`src/dacc_map.svh`:
```
// constants for the dual converter conversion control and host port
`ifndef DACC_MAP_SVH
`define DACC_MAP_SVH

// external clock edges: result latch edge and busy release edge
`define DACC_CONV_CLKS 13
`define DACC_BUSY_EDGE 14

// times in picoseconds
`define DACC_SYS_CLK_PS 20000
`define DACC_ACQ_MIN_PS 62500
`define DACC_TRIG_SETUP_PS 10000

// host write word layout
`define DACC_WR_SEL_BIT 11
`define DACC_WR_CHSEL_LO 0
`define DACC_WR_CHSEL_HI 1
`define DACC_WR_PSEUDO_BIT 2
`define DACC_WR_NAP_BIT 3
`define DACC_WR_REF_LO 0
`define DACC_WR_REF_HI 9

// reset values
`define DACC_REF_RESET 10'h03FF
`define DACC_CHSEL_RESET 2'h0
`define DACC_RES_RESET 12'h0000
// pins at rest: clock low, active-low strobes and trigger high
`define DACC_PIN_IDLE 5'h0F

`endif

```
`src/dacc_pkg.sv`:
```
// types for the dual converter conversion control and host port
`default_nettype none

package dacc_pkg;

   typedef logic [11:0] dacc_word_t;
   typedef logic [9:0] dacc_ref_t;

   typedef enum logic [1:0] {
      DACC_IN0_POS,
      DACC_IN0_NEG,
      DACC_IN1_POS,
      DACC_IN1_NEG
   } dacc_mux_in_e;

   // converter input selector, the same for both converters
   typedef struct packed {
      dacc_mux_in_e pos;
      dacc_mux_in_e neg;
   } dacc_mux_s;

   // host pins after synchronisation
   typedef struct packed {
      logic ext_clk;
      logic trig_n;
      logic cs_n;
      logic rd_n;
      logic wr_n;
   } dacc_pins_s;

   typedef enum {
      DACC_ST_SAMPLE,
      DACC_ST_ARMED,
      DACC_ST_CONV
   } dacc_state_e;

   typedef struct packed {
      dacc_state_e state;
      logic [3:0] edge_cnt;
      logic [1:0] setup_cnt;
      logic [2:0] acq_cnt;
      logic busy;
      logic hold;
      dacc_word_t samp_a;
      dacc_word_t samp_b;
      dacc_word_t res_a;
      dacc_word_t res_b;
      logic rd_ptr;
      dacc_word_t data;
      logic data_oe;
      logic [1:0] chsel;
      logic pseudo;
      logic auto_nap;
      dacc_ref_t ref_code;
      dacc_mux_s mux;
   } dacc_ctrl_s;

endpackage

`default_nettype wire

```
`src/dacc_conv_ctrl.sv`:
```
// conversion control and parallel host port of a dual simultaneous converter
`include "dacc_map.svh"
`default_nettype none

module dacc_conv_ctrl
   import dacc_pkg::*;
   #(
   parameter int SYS_CLK_PS = `DACC_SYS_CLK_PS
   )
   (
   // clock and power-on reset
   input wire logic clk_sys_i,
   input wire logic reset_i,
   // conversion pins
   input wire logic ext_clk_i,
   input wire logic sample_hold_trigger_i,
   // parallel host port
   input wire logic cs_n_i,
   input wire logic rd_n_i,
   input wire logic wr_n_i,
   input wire logic [11:0] bus_data_i,
   output logic [11:0] bus_data_o,
   output logic bus_data_oe_o,
   // digitised converter inputs
   input wire logic [11:0] conv_a_i,
   input wire logic [11:0] conv_b_i,
   // status and analog controls
   output logic busy_o,
   output logic hold_o,
   output dacc_mux_s mux_sel_o,
   output logic [9:0] programmable_reference_output_o
   );

   localparam int CONV_CLKS = `DACC_CONV_CLKS;
   localparam int BUSY_EDGE = `DACC_BUSY_EDGE;
   localparam int ACQ_CYC_I = (`DACC_ACQ_MIN_PS + SYS_CLK_PS - 1) / SYS_CLK_PS;
   localparam int SETUP_CYC_I = (`DACC_TRIG_SETUP_PS + SYS_CLK_PS - 1) / SYS_CLK_PS;
   localparam logic [2:0] ACQ_CYC = 3'(ACQ_CYC_I < 1 ? 1 : ACQ_CYC_I);
   localparam logic [1:0] SETUP_CYC = 2'(SETUP_CYC_I < 1 ? 1 : SETUP_CYC_I);

   if (SYS_CLK_PS < 1 || ACQ_CYC_I > 7 || SETUP_CYC_I > 3)
   begin : g_clk_check
      $error("dacc_conv_ctrl: SYS_CLK_PS out of range");
   end

   // selector decode for both modes
   function automatic dacc_mux_s mux_decode(input logic [1:0] sel, input logic pseudo);
      dacc_mux_s m;
      m.pos = DACC_IN0_POS;
      m.neg = DACC_IN0_NEG;
      if (pseudo)
      begin
         // channel zero inverting input is the common reference
         if (sel == 2'h1)
         begin
            m.pos = DACC_IN1_NEG;
         end
         else if (sel == 2'h2)
         begin
            m.pos = DACC_IN1_POS;
         end
      end
      else if (sel == 2'h3)
      begin
         m.pos = DACC_IN1_POS;
         m.neg = DACC_IN1_NEG;
      end
      return m;
   endfunction

   dacc_pins_s pin_lvl;
   dacc_pins_s pin_rise;
   dacc_pins_s pin_fall;
   logic [11:0] bus_data_sync;

   dacc_sync_edge #(
      .WIDTH(5),
      .IDLE(`DACC_PIN_IDLE)
   ) u_pin_sync (
      .clk_sys_i(clk_sys_i),
      .reset_i(reset_i),
      .async_i({ext_clk_i, sample_hold_trigger_i, cs_n_i, rd_n_i, wr_n_i}),
      .level_o(pin_lvl),
      .rise_o(pin_rise),
      .fall_o(pin_fall)
   );

   // data travels the same two flops as the write strobe
   dacc_sync_edge #(
      .WIDTH(12)
   ) u_data_sync (
      .clk_sys_i(clk_sys_i),
      .reset_i(reset_i),
      .async_i(bus_data_i),
      .level_o(bus_data_sync),
      .rise_o(),
      .fall_o()
   );

   dacc_ctrl_s r_reg;
   dacc_ctrl_s r_next;
   logic cs_act;

   always_comb
   begin
      r_next = r_reg;
      cs_act = ~pin_lvl.cs_n;
      case (r_reg.state)
         DACC_ST_SAMPLE:
         begin
            if (r_reg.acq_cnt != 3'h0)
            begin
               r_next.acq_cnt = r_reg.acq_cnt - 3'h1;
            end
            if (pin_fall.trig_n && r_reg.acq_cnt == 3'h0)
            begin
               r_next.state = DACC_ST_ARMED;
               r_next.hold = 1'b1;
               r_next.samp_a = conv_a_i;
               r_next.samp_b = conv_b_i;
               r_next.busy = ~r_reg.auto_nap;
               r_next.setup_cnt = SETUP_CYC;
            end
         end
         DACC_ST_ARMED:
         begin
            if (r_reg.setup_cnt != 2'h0)
            begin
               r_next.setup_cnt = r_reg.setup_cnt - 2'h1;
            end
            else if (pin_rise.ext_clk)
            begin
               r_next.state = DACC_ST_CONV;
               r_next.edge_cnt = 4'h1;
               r_next.busy = 1'b1;
            end
         end
         DACC_ST_CONV:
         begin
            if (pin_rise.ext_clk)
            begin
               r_next.edge_cnt = r_reg.edge_cnt + 4'h1;
               if (r_reg.edge_cnt + 4'h1 == 4'(CONV_CLKS))
               begin
                  r_next.res_a = r_reg.samp_a;
                  r_next.res_b = r_reg.samp_b;
               end
               if (r_reg.edge_cnt + 4'h1 == 4'(BUSY_EDGE))
               begin
                  r_next.busy = 1'b0;
                  r_next.hold = 1'b0;
                  r_next.rd_ptr = 1'b0;
                  r_next.acq_cnt = ACQ_CYC;
                  r_next.state = DACC_ST_SAMPLE;
               end
            end
         end
         default:
         begin
            r_next.state = DACC_ST_SAMPLE;
         end
      endcase
      r_next.data_oe = cs_act;
      if (cs_act && pin_fall.rd_n)
      begin
         r_next.data = r_reg.rd_ptr ? r_reg.res_b : r_reg.res_a;
         r_next.rd_ptr = ~r_reg.rd_ptr;
      end
      if (cs_act && pin_rise.wr_n)
      begin
         if (bus_data_sync[`DACC_WR_SEL_BIT])
         begin
            r_next.ref_code = bus_data_sync[`DACC_WR_REF_HI:`DACC_WR_REF_LO];
         end
         else
         begin
            r_next.chsel = bus_data_sync[`DACC_WR_CHSEL_HI:`DACC_WR_CHSEL_LO];
            r_next.pseudo = bus_data_sync[`DACC_WR_PSEUDO_BIT];
            r_next.auto_nap = bus_data_sync[`DACC_WR_NAP_BIT];
         end
      end
      r_next.mux = mux_decode(r_next.chsel, r_next.pseudo);
   end

   always_ff @(posedge clk_sys_i or posedge reset_i)
   begin
      if (reset_i)
      begin
         r_reg <= '0;
         r_reg.state <= DACC_ST_SAMPLE;
         r_reg.res_a <= `DACC_RES_RESET;
         r_reg.res_b <= `DACC_RES_RESET;
         r_reg.chsel <= `DACC_CHSEL_RESET;
         r_reg.ref_code <= `DACC_REF_RESET;
         r_reg.mux <= {DACC_IN0_POS, DACC_IN0_NEG};
      end
      else
      begin
         r_reg <= r_next;
      end
   end

   assign busy_o = r_reg.busy;
   assign hold_o = r_reg.hold;
   assign bus_data_o = r_reg.data;
   assign bus_data_oe_o = r_reg.data_oe;
   assign mux_sel_o = r_reg.mux;
   assign programmable_reference_output_o = r_reg.ref_code;

endmodule // dacc_conv_ctrl

`default_nettype wire

```
`src/dacc_sync_edge.sv`:
```
// two-flop synchroniser with edge detect on the settled copy
`default_nettype none

module dacc_sync_edge
   #(
   parameter int WIDTH = 1,
   // rest level of each pin, so leaving reset shows no edge
   parameter logic [WIDTH-1:0] IDLE = '0
   )
   (
   // clock and reset
   input wire logic clk_sys_i,
   input wire logic reset_i,
   // asynchronous pins
   input wire logic [WIDTH-1:0] async_i,
   // synchronised level and edges
   output logic [WIDTH-1:0] level_o,
   output logic [WIDTH-1:0] rise_o,
   output logic [WIDTH-1:0] fall_o
   );

   if (WIDTH < 1)
   begin : g_width_check
      $error("dacc_sync_edge: WIDTH must be at least 1");
   end

   typedef struct packed {
      logic [WIDTH-1:0] meta;
      logic [WIDTH-1:0] sync;
      logic [WIDTH-1:0] last;
   } dacc_sync_state_s;

   dacc_sync_state_s state_reg;
   dacc_sync_state_s state_next;

   // meta feeds only the second flop
   always_comb
   begin
      state_next = state_reg;
      state_next.meta = async_i;
      state_next.sync = state_reg.meta;
      state_next.last = state_reg.sync;
   end

   always_ff @(posedge clk_sys_i or posedge reset_i)
   begin
      if (reset_i)
      begin
         state_reg <= {IDLE, IDLE, IDLE};
      end
      else
      begin
         state_reg <= state_next;
      end
   end

   assign level_o = state_reg.sync;
   assign rise_o = state_reg.sync & ~state_reg.last;
   assign fall_o = ~state_reg.sync & state_reg.last;

endmodule // dacc_sync_edge

`default_nettype wire

```
`config.mk`:
```
export PLATFORM = sky130hd
export DESIGN_NAME = dacc_conv_ctrl
export DESIGN_NICKNAME = d
export VERILOG_FILES = /design/src/dacc_pkg.sv /design/src/dacc_conv_ctrl.sv /design/src/dacc_sync_edge.sv
export VERILOG_INCLUDE_DIRS = /design/src
export SDC_FILE = /design/constraint.sdc
export NUM_CORES = 1
export LEC_CHECK = 0
export BUFFER_PORTS_ARGS = -buffer_cell sky130_fd_sc_hd__clkbuf_2
export CORE_MARGIN = 3
export CORE_UTILIZATION = 57
export DETAILED_ROUTE_END_ITERATION = 7
export PLACE_DENSITY = 0.86
export SLEW_MARGIN = 20
export SYNTH_ARGS = -nofsm -noshare
export SYNTH_HDL_FRONTEND = slang
export SYNTH_SLANG_ARGS = --single-unit
```
`constraint.sdc`:
```
create_clock -name clk_sys_i -period 4.7 [get_ports clk_sys_i]
set_input_delay 0.47 -clock clk_sys_i [delete_from_list [all_inputs] [get_ports clk_sys_i]]
set_output_delay 0.47 -clock clk_sys_i [all_outputs]
set_load 0.03 [all_outputs]
```
[Yosys cells after proc, flatten, opt, wreduce, memory -nomap -nowiden]
Index checks and enable logic that the tools add are counted.
Word-level totals
  bits in writable memories: 0
  ROM bits: 0
  memories: 0
  output and inout bits: 29
  input bits: 43
  flip-flop bits (word level): 162
  logic and storage cells: 106
  latch bits: 0
Cells by class
  divide/modulo/power cells: 0
  $lt $le $gt $ge: 0
  bitwise operators: 8
  equality and inequality tests: 14
  shift operators: 0
  reduce and logical (&&, ||, !) cells: 25
  multiply operators: 0
  muxes and demuxes: 32
  add/sub/neg operators: 3
Operator list (count)
  2-to-1 mux 36 bit: 3
  one-hot mux 32 bit (3 select lines): 1
  2-to-1 mux 32 bit: 2
  == test 32 x 1 -> 1 bit, second input constant: 1
  == test 32 x 2 -> 1 bit, second input constant: 1
  zero test 32 bit: 1
  2-to-1 mux 26 bit: 1
  2-to-1 mux 14 bit: 1
  inequality test 2 bit, second input constant: 7
  nonzero test 2 bit: 7
  2-to-1 mux 13 bit: 1
  2-to-1 mux 12 bit: 1
  2-to-1 mux 2 bit: 6
  AND reduction 4 bit: 3
  2-to-1 mux 10 bit: 1
  2-to-1 mux 5 bit: 2
  AND reduction 3 bit: 3
  == test 4 bit, second input constant: 2
  2-to-1 mux 4 bit: 2
  one-hot mux 4 bit (2 select lines): 1
  one-hot mux 3 bit (2 select lines): 1
  AND reduction 2 bit: 3
  AND reduction 6 bit: 1
  nonzero test 3 bit: 2
  other kinds (18): 28

[Depth between registers and ports, before layout]
Gate-level depths: netlist of run 1.
  depth in word-level cells: 8
  gate-level depth with buffers: 7
  gate-level depth less buffers: 7

[Cells and area by module]
From an unflattened synthesis of run 1, not the netlist that was laid out.
Second synthesis, totals
  cells, all modules: 431
  area total of the unflattened synthesis: 5967.0 um^2
Modules (own cells, without submodules)
  dacc_conv_ctrl: area each 4242.8 um^2, cells each 327, instances 1, seq. area each 2314.7 um^2
  dacc_sync_edge at u_data_sync: area each 1204.9 um^2, cells each 73, instances 1, seq. area each 900.9 um^2
  dacc_sync_edge at u_pin_sync: area each 519.2 um^2, cells each 31, instances 1, seq. area each 390.4 um^2

[Least setup slack after synthesis of run 1]
Ideal clock, no wire load.
  path type: register to register
  start point: register r_reg[87] (netlist name)
  end point: register r_reg[32] (netlist name)
  arrival time: 1.801 ns
  buffers on the path: 1
  stages on the path, launching flop included: 8
  slack: 2.774 ns
  clock period less this slack: 1.926 ns
  path through: dfrtp_1 ha_1 nand2b_1 o21ai_2 a22oi_2 nor2_4 buf_12 mux2_4
Between the ends
  cells in the longest elaborated chain, start to end: 3
RTL lines
  start: declaration: RTL line dacc_conv_ctrl.sv:100  | dacc_ctrl_s r_reg;
  start signal: assignment: RTL line dacc_conv_ctrl.sv:199  | r_reg <= r_next;
  adder 4 x 1 -> 4 bit: RTL line dacc_conv_ctrl.sv:143  | if (r_reg.edge_cnt + 4'h1 == 4'(CONV_CLKS))
  == test 4 bit: RTL line dacc_conv_ctrl.sv:143
  AND reduction 3 bit (no source line)
No other way between the ends.
A chain may end at the register's enable or synchronous reset.

[Worst setup path in the final report of run 1]
  start point: register r_reg[91] (netlist name)
  end point: register r_reg[52] (netlist name)
Between the ends
  cells in the longest elaborated chain, start to end: 2
RTL lines
  == test 32 x 2 -> 1 bit: RTL line dacc_conv_ctrl.sv:108  | case (r_reg.state)
  AND reduction 3 bit (no source line)
No other way between the ends.

==> results of run 1 <==
power breakdown:
group / switching, µW / internal (µW) / total [µW] / leakage [µW]
Sequential: 145 / 1340 / 1480 / 0.00154
Combinational: 427 / 347 / 773 / 0.00105
Clock: 476 / 837 / 1310 / 0.000294
Total: 1050 / 2520 / 3570 / 0.00289
path summary, 6_finish.rpt:
path	from	end	slack, ns	depth (start not counted)
worst max register to register	r_reg[91]	r_reg[52]	2.15	6
min in group asynchronous	reset_i	u_data_sync.state_next[23]	0.16	2
max in group asynchronous	reset_i	r_reg[55]	3.38	3
worst max-delay path	r_reg[91]	r_reg[52]	2.15	6
worst min register to register	u_data_sync.state_next[21]	u_data_sync.level_o[9]	0.34	0
worst min-delay path	rd_n_i	u_pin_sync.state_next[6]	0.05	1
logic make-up (layout without fill, tap and decap cells):
group | Yosys count | after routing
flops | 128 | 128
mux | 77 | 77
simple gates | 58 | 58
buf+inv | 51 | 119
compound gates | 43 | 43
fa+ha+maj | 13 | 13
other cells | 1 | 1
synth_stat cells, drive strengths merged, types with 2 or more instances:
cell type,instances
o31ai,3
nand2b,7
inv,15
a22oi,3
dfstp,21
nor2b,4
nand3,3
nor4b,2
clkbuf,4
ha,13
o21ai,13
nor2,22
o21bai,2
nand2,9
and2,2
buf,32
nor3,3
mux2i,14
a21o,2
a21oi,15
mux2,63
dfrtp,107
per-stage QoR:
step	instances	setup WS [ns]	utilization, %
after floorplan	371	0.852	-
after global placement	515	2.24	62.2
after detailed placement	515	2.17	62.2
after CTS	547	2.14	69.0
after global routing	547	2.02	69.0
final	547	2.15	69.0
area by class of cell:
type	count	area, µm²	area share, %
clock inverter	13	160	2.62
tap	108	135	2.21
multi-input combinational	192	1710	28.0
timing repair buffer	72	368	6.03
clock buffer	19	442	7.24
inverter	15	58.8	0.963
sequential	128	3230	52.9
worst register-to-register path: stages, from the launching register on:
cell	delay, ns
dfrtp_1	0.42
inv_1	0.12
ha_1	0.30
and3b_1	0.30
nand2_1	0.12
nor2_4	0.74
mux2_2	0.43
layer usage:
layer	part of all wire, %	track usage (%)	routed length [µm]
met1	43	23.6	3870
met2	52	31.3	4680
met3	4.4	6.14	394
met4	0.73	5.75	66
met5	0	0	0
==> flow_summary.yaml, run 1 <==
run:
  max_cap_viol_count: 0
timing:
  timing.hold.ws_ns: 0.0490
  finClkSkew_ns: 0.00898
  fin_tns_setup_ns: 0
  period_share_pct: 54.2
  finalHoldViolCount: 0
  setup_viol_count_final: 0
  rsz0062_at_grt: "no"
  max_freq_ghz: 0.393
  worst_slew_pin_slew_ns: 1.02
  min_period_ns: 2.55
  final_max_slew_viol_count: 0
  relSlewSlack_pct: 32.0
synth:
  ys.flop_type: "dfrtp_1"
  yosys_warnings: 0
  yosys-top-cells-area: "dfrtp_1 (51%), dfstp_2 (10%), mux2_2 (9.2%)"
  synth_compound_area_share_pct: 5.21
  synth_top_cell_by_area: "dfrtp_1"
  avgSynthCellArea_um2: 14.2
  yosys.cell_types.count: 44
  async_flop_share_pct: 100
  synth_top_family_by_area: "multiplexers"
  ys_seq_area_share_pct: 61.4
  synth-seq-cells: 128
  synthAdderAreaFrac_pct: 3.09
  synth_edf_count: 0
  synth_top_area_share_pct: 50.9
  synth_mux_area_share_pct: 17.6
  yosys.area_share.simple_pct: 6.47
  synth_xor_area_share_pct: 0
  syn_area_um2: 5260
  synthCells: 371
  syn-num-nets: 427
global_routing:
  grt_max_degree: 79
  grt_pass1_vias: 3058
  grt_first_pass_wirelength_um: 14800
  overflow: 0
  antenna_found_initial: 0
  groute.usage.overall_pct: 18.8
power:
  powerDensity_nw_per_um2: 585
  vdd_drop_max_uv: 394
  fin_total_pwr_uw: 3570
  p_leak_uw: 0.00289
final_layout:
  largest_register_ffs: 64
  drive_gt1_share_pct: 45.6
  n_fill_cell: 630
  fin_area_um2: 6100
  fin_nets: 482
  final_common_cell: "dfrtp_1"
  area_growth_pct: 16.0
  diodes: 0
  final_cell_mix: "dfrtp_1 (107), clkbuf_2 (69), mux2_2 (43)"
setup_path:
  required_ns: 5.08
  cp_top_family: "simple AND/OR/NAND/NOR gates"
  cp_max_fo: 24
  crit_slowest_cell: "nor2_4"
  path_cells: "inv_1 -> ha_1 -> and3b_1 -> nand2_1 -> nor2_4 -> mux2_2"
  cp-end-kind: "register"
  worst_setup_path_start_kind: "register"
  crit_arrival_ns: 2.93
  critPathBufInv: 1
  path_class: "reg2reg"
  cpPeakStageDelay_ns: 0.74
clocking:
  cts_setup_buffers: 0
  cts_tree: "built"
  cts_sinks: 128
  cts_buffers: 17
  ctsHtreeMaxLevel: 4
  clockBufferDepth: 2
  worstSkewPairLatency_ns: 0.50
  cts_hold_buf: 0
  cts-resized-gates: 0
  cts_root_buffer: "clkbuf_8"
  path_clk_slew_ns: 0.06
detailed_routing:
  drc: 0
  viasPerCell: 5.32
  dr_total_vias: 2909
  drt_iter0_markers: 115
  antenna_left: 0
  drt_pre_antenna_iters: 4
  wirelength_um: 9010
  wl_per_cell_um: 16.5
floorplanning:
  core_um2: 8850
  initial_core_util_pct: 59.5
  die_width_um: 102
  die_height_um: 102
  fp-row-count: 34
  io-pin-count: 72
  dieArea_um2: 10400
min_path:
  hp-class: "in2reg"
placed_design:
  portBuffers: 69
  dp_hpwl_um: 5790
  routabilityCongestion: 0.835
  dpl_cell_area_um2: 5500
run_status:
  outcome: "finished, final reports clean"
No activity file was read; power rests on OpenSTA's default activity.
==> run 2, diff against run 1 <==
==> constraint.sdc (replaced) <==
create_clock -name clk_sys_i -period 2.5 [get_ports clk_sys_i]
set_input_delay 0.25 -clock clk_sys_i [delete_from_list [all_inputs] [get_ports clk_sys_i]]
set_output_delay 0.25 -clock clk_sys_i [all_outputs]
set_load 0.03 [all_outputs]
==> run 2 against run 1 <==
  * Clock skew up 0.0037 ns
  * Hold slack better by 0.29 ns
  * Wire length is 14% higher
  * Critical path depth is 1 higher
  * Highest routed layer unchanged
  * Sequential power increased by 89%
  * Final cell count up 8.0%
  * Cell area grew 8.8%
==> flow_summary.yaml, run 2 (same netlist as run 1, synthesis figures left out) <==
setup_path:
  cp_max_fo: 16
  crit_slowest_cell: "dfrtp_1"
  path_class: "reg2reg"
  crit_arrival_ns: 2.68
  cp-end-kind: "register"
  cpPeakStageDelay_ns: 0.45
  critPathBufInv: 1
  path_cells: "ha_1 -> nand2b_1 -> o21ai_2 -> a22oi_2 -> nor2_4 -> buf_12 -> mux2_4"
  required_ns: 2.90
  worst_setup_path_start_kind: "register"
  cp_top_family: "simple AND/OR/NAND/NOR gates"
detailed_routing:
  viasPerCell: 5.35
  drt_pre_antenna_iters: 4
  wirelength_um: 10300
  drt_iter0_markers: 69
  dr_total_vias: 3162
  antenna_left: 0
  drc: 0
  wl_per_cell_um: 17.4
final_layout:
  largest_register_ffs: 64
  fin_util_pct: 75.1
  drive_gt1_share_pct: 41.6
  final_cell_mix: "dfrtp_1 (107), clkbuf_2 (69), mux2_2 (43)"
  final_common_cell: "dfrtp_1"
  stdcell_count: 591
  diodes: 0
  fin_nets: 526
  area_growth_pct: 26.3
clocking:
  cts_root_buffer: "clkbuf_8"
  ctsHtreeMaxLevel: 4
  worstSkewPairLatency_ns: 0.52
  cts_sinks: 128
  cts_tree: "built"
  cts_buffers: 17
  clockBufferDepth: 2
  path_clk_slew_ns: 0.06
  cts-resized-gates: 0
timing:
  final_max_slew_viol_count: 0
  worst_slew_pin_slew_ns: 0.739
  max_freq_ghz: 0.438
  period_share_pct: 91.4
  finalHoldViolCount: 0
  min_period_ns: 2.28
  finClkSkew_ns: 0.0127
  fin_tns_setup_ns: 0
  setup_viol_count_final: 0
  relSlewSlack_pct: 50.7
  timing.hold.ws_ns: 0.342
  setup_ws_ns: 0.216
  rsz0062_at_grt: "no"
floorplanning:
  core_um2: 8850
  dieArea_um2: 10400
  fp-row-count: 34
  io-pin-count: 72
  initial_core_util_pct: 59.5
  die_width_um: 102
  die_height_um: 102
placed_design:
  dpl.cell_count: 518
  routabilityCongestion: 0.845
  portBuffers: 69
  dpl_worst_slack_ns: 0.254
  dp_hpwl_um: 5780
run:
  max_cap_viol_count: 0
global_routing:
  grt_first_pass_wirelength_um: 16500
  groute.usage.overall_pct: 21.2
  antenna_found_initial: 0
  grt_max_degree: 129
  overflow: 0
  grt_pass1_vias: 3444
power:
  p_leak_uw: 0.00312
  vdd_drop_max_uv: 589
  powerDensity_nw_per_um2: 1080
min_path:
  hp-class: "reg2reg"
run_status:
  outcome: "finished, final reports clean"
## run 2: metal layers
metal / GRT usage (%) / vias to the layer above / part of all wire, %
met2: 37.9 / 75 / 55
met1: 23.0 / 1627 / 39
met5: 0 / - / 0
met3: 6.21 / 17 / 3.9
met4: 9.79 / 0 / 1.7
li1: - / 1443 / -
## run 2: final timing paths
check | slack (ns) | to | startpoint | depth (start not counted)
setup / recovery | 0.22 | r_reg[44] | r_reg[87] | 7
hold / removal | 0.34 | u_data_sync.level_o[0] | u_data_sync.state_next[12] | 0
setup reg to reg | 0.22 | r_reg[44] | r_reg[87] | 7
hold reg to reg | 0.34 | u_data_sync.level_o[0] | u_data_sync.state_next[12] | 0
max in group asynchronous | 1.53 | busy_o | reset_i | 4
min in group asynchronous | 0.44 | mux_sel_o[3] | reset_i | 4
## run 2: layout make-up
cell class,instances,area [µm²]
sequential,128,3230
fill,538,2210
multi-input combinational,192,1710
timing repair buffer,116,826
clock buffer,19,422
clock inverter,13,259
tap,108,135
inverter,15,60.1
## run 2: where the power goes
part | total, µW | switching (µW) | internal [µW]
logic | 1530 | 832 | 703
clock network | 2840 | 905 | 1930
registers | 2800 | 285 | 2520
total | 7170 | 2020 | 5150
## run 2: what timing repair did
item | 4_1_cts | 5_1_grt
buffers inserted | 0 | 0
hold buffers | 41 | 0
endpoints found under the hold margin | 147 | 0
## run 2: through the flow
step                instance area (µm²)  power, µW
finish                             6640       7170
global route                       6640       7520
CTS                                6640       7200
detailed placement                 5550       4290
global placement                   5550       4170
floorplan                          5270       3980
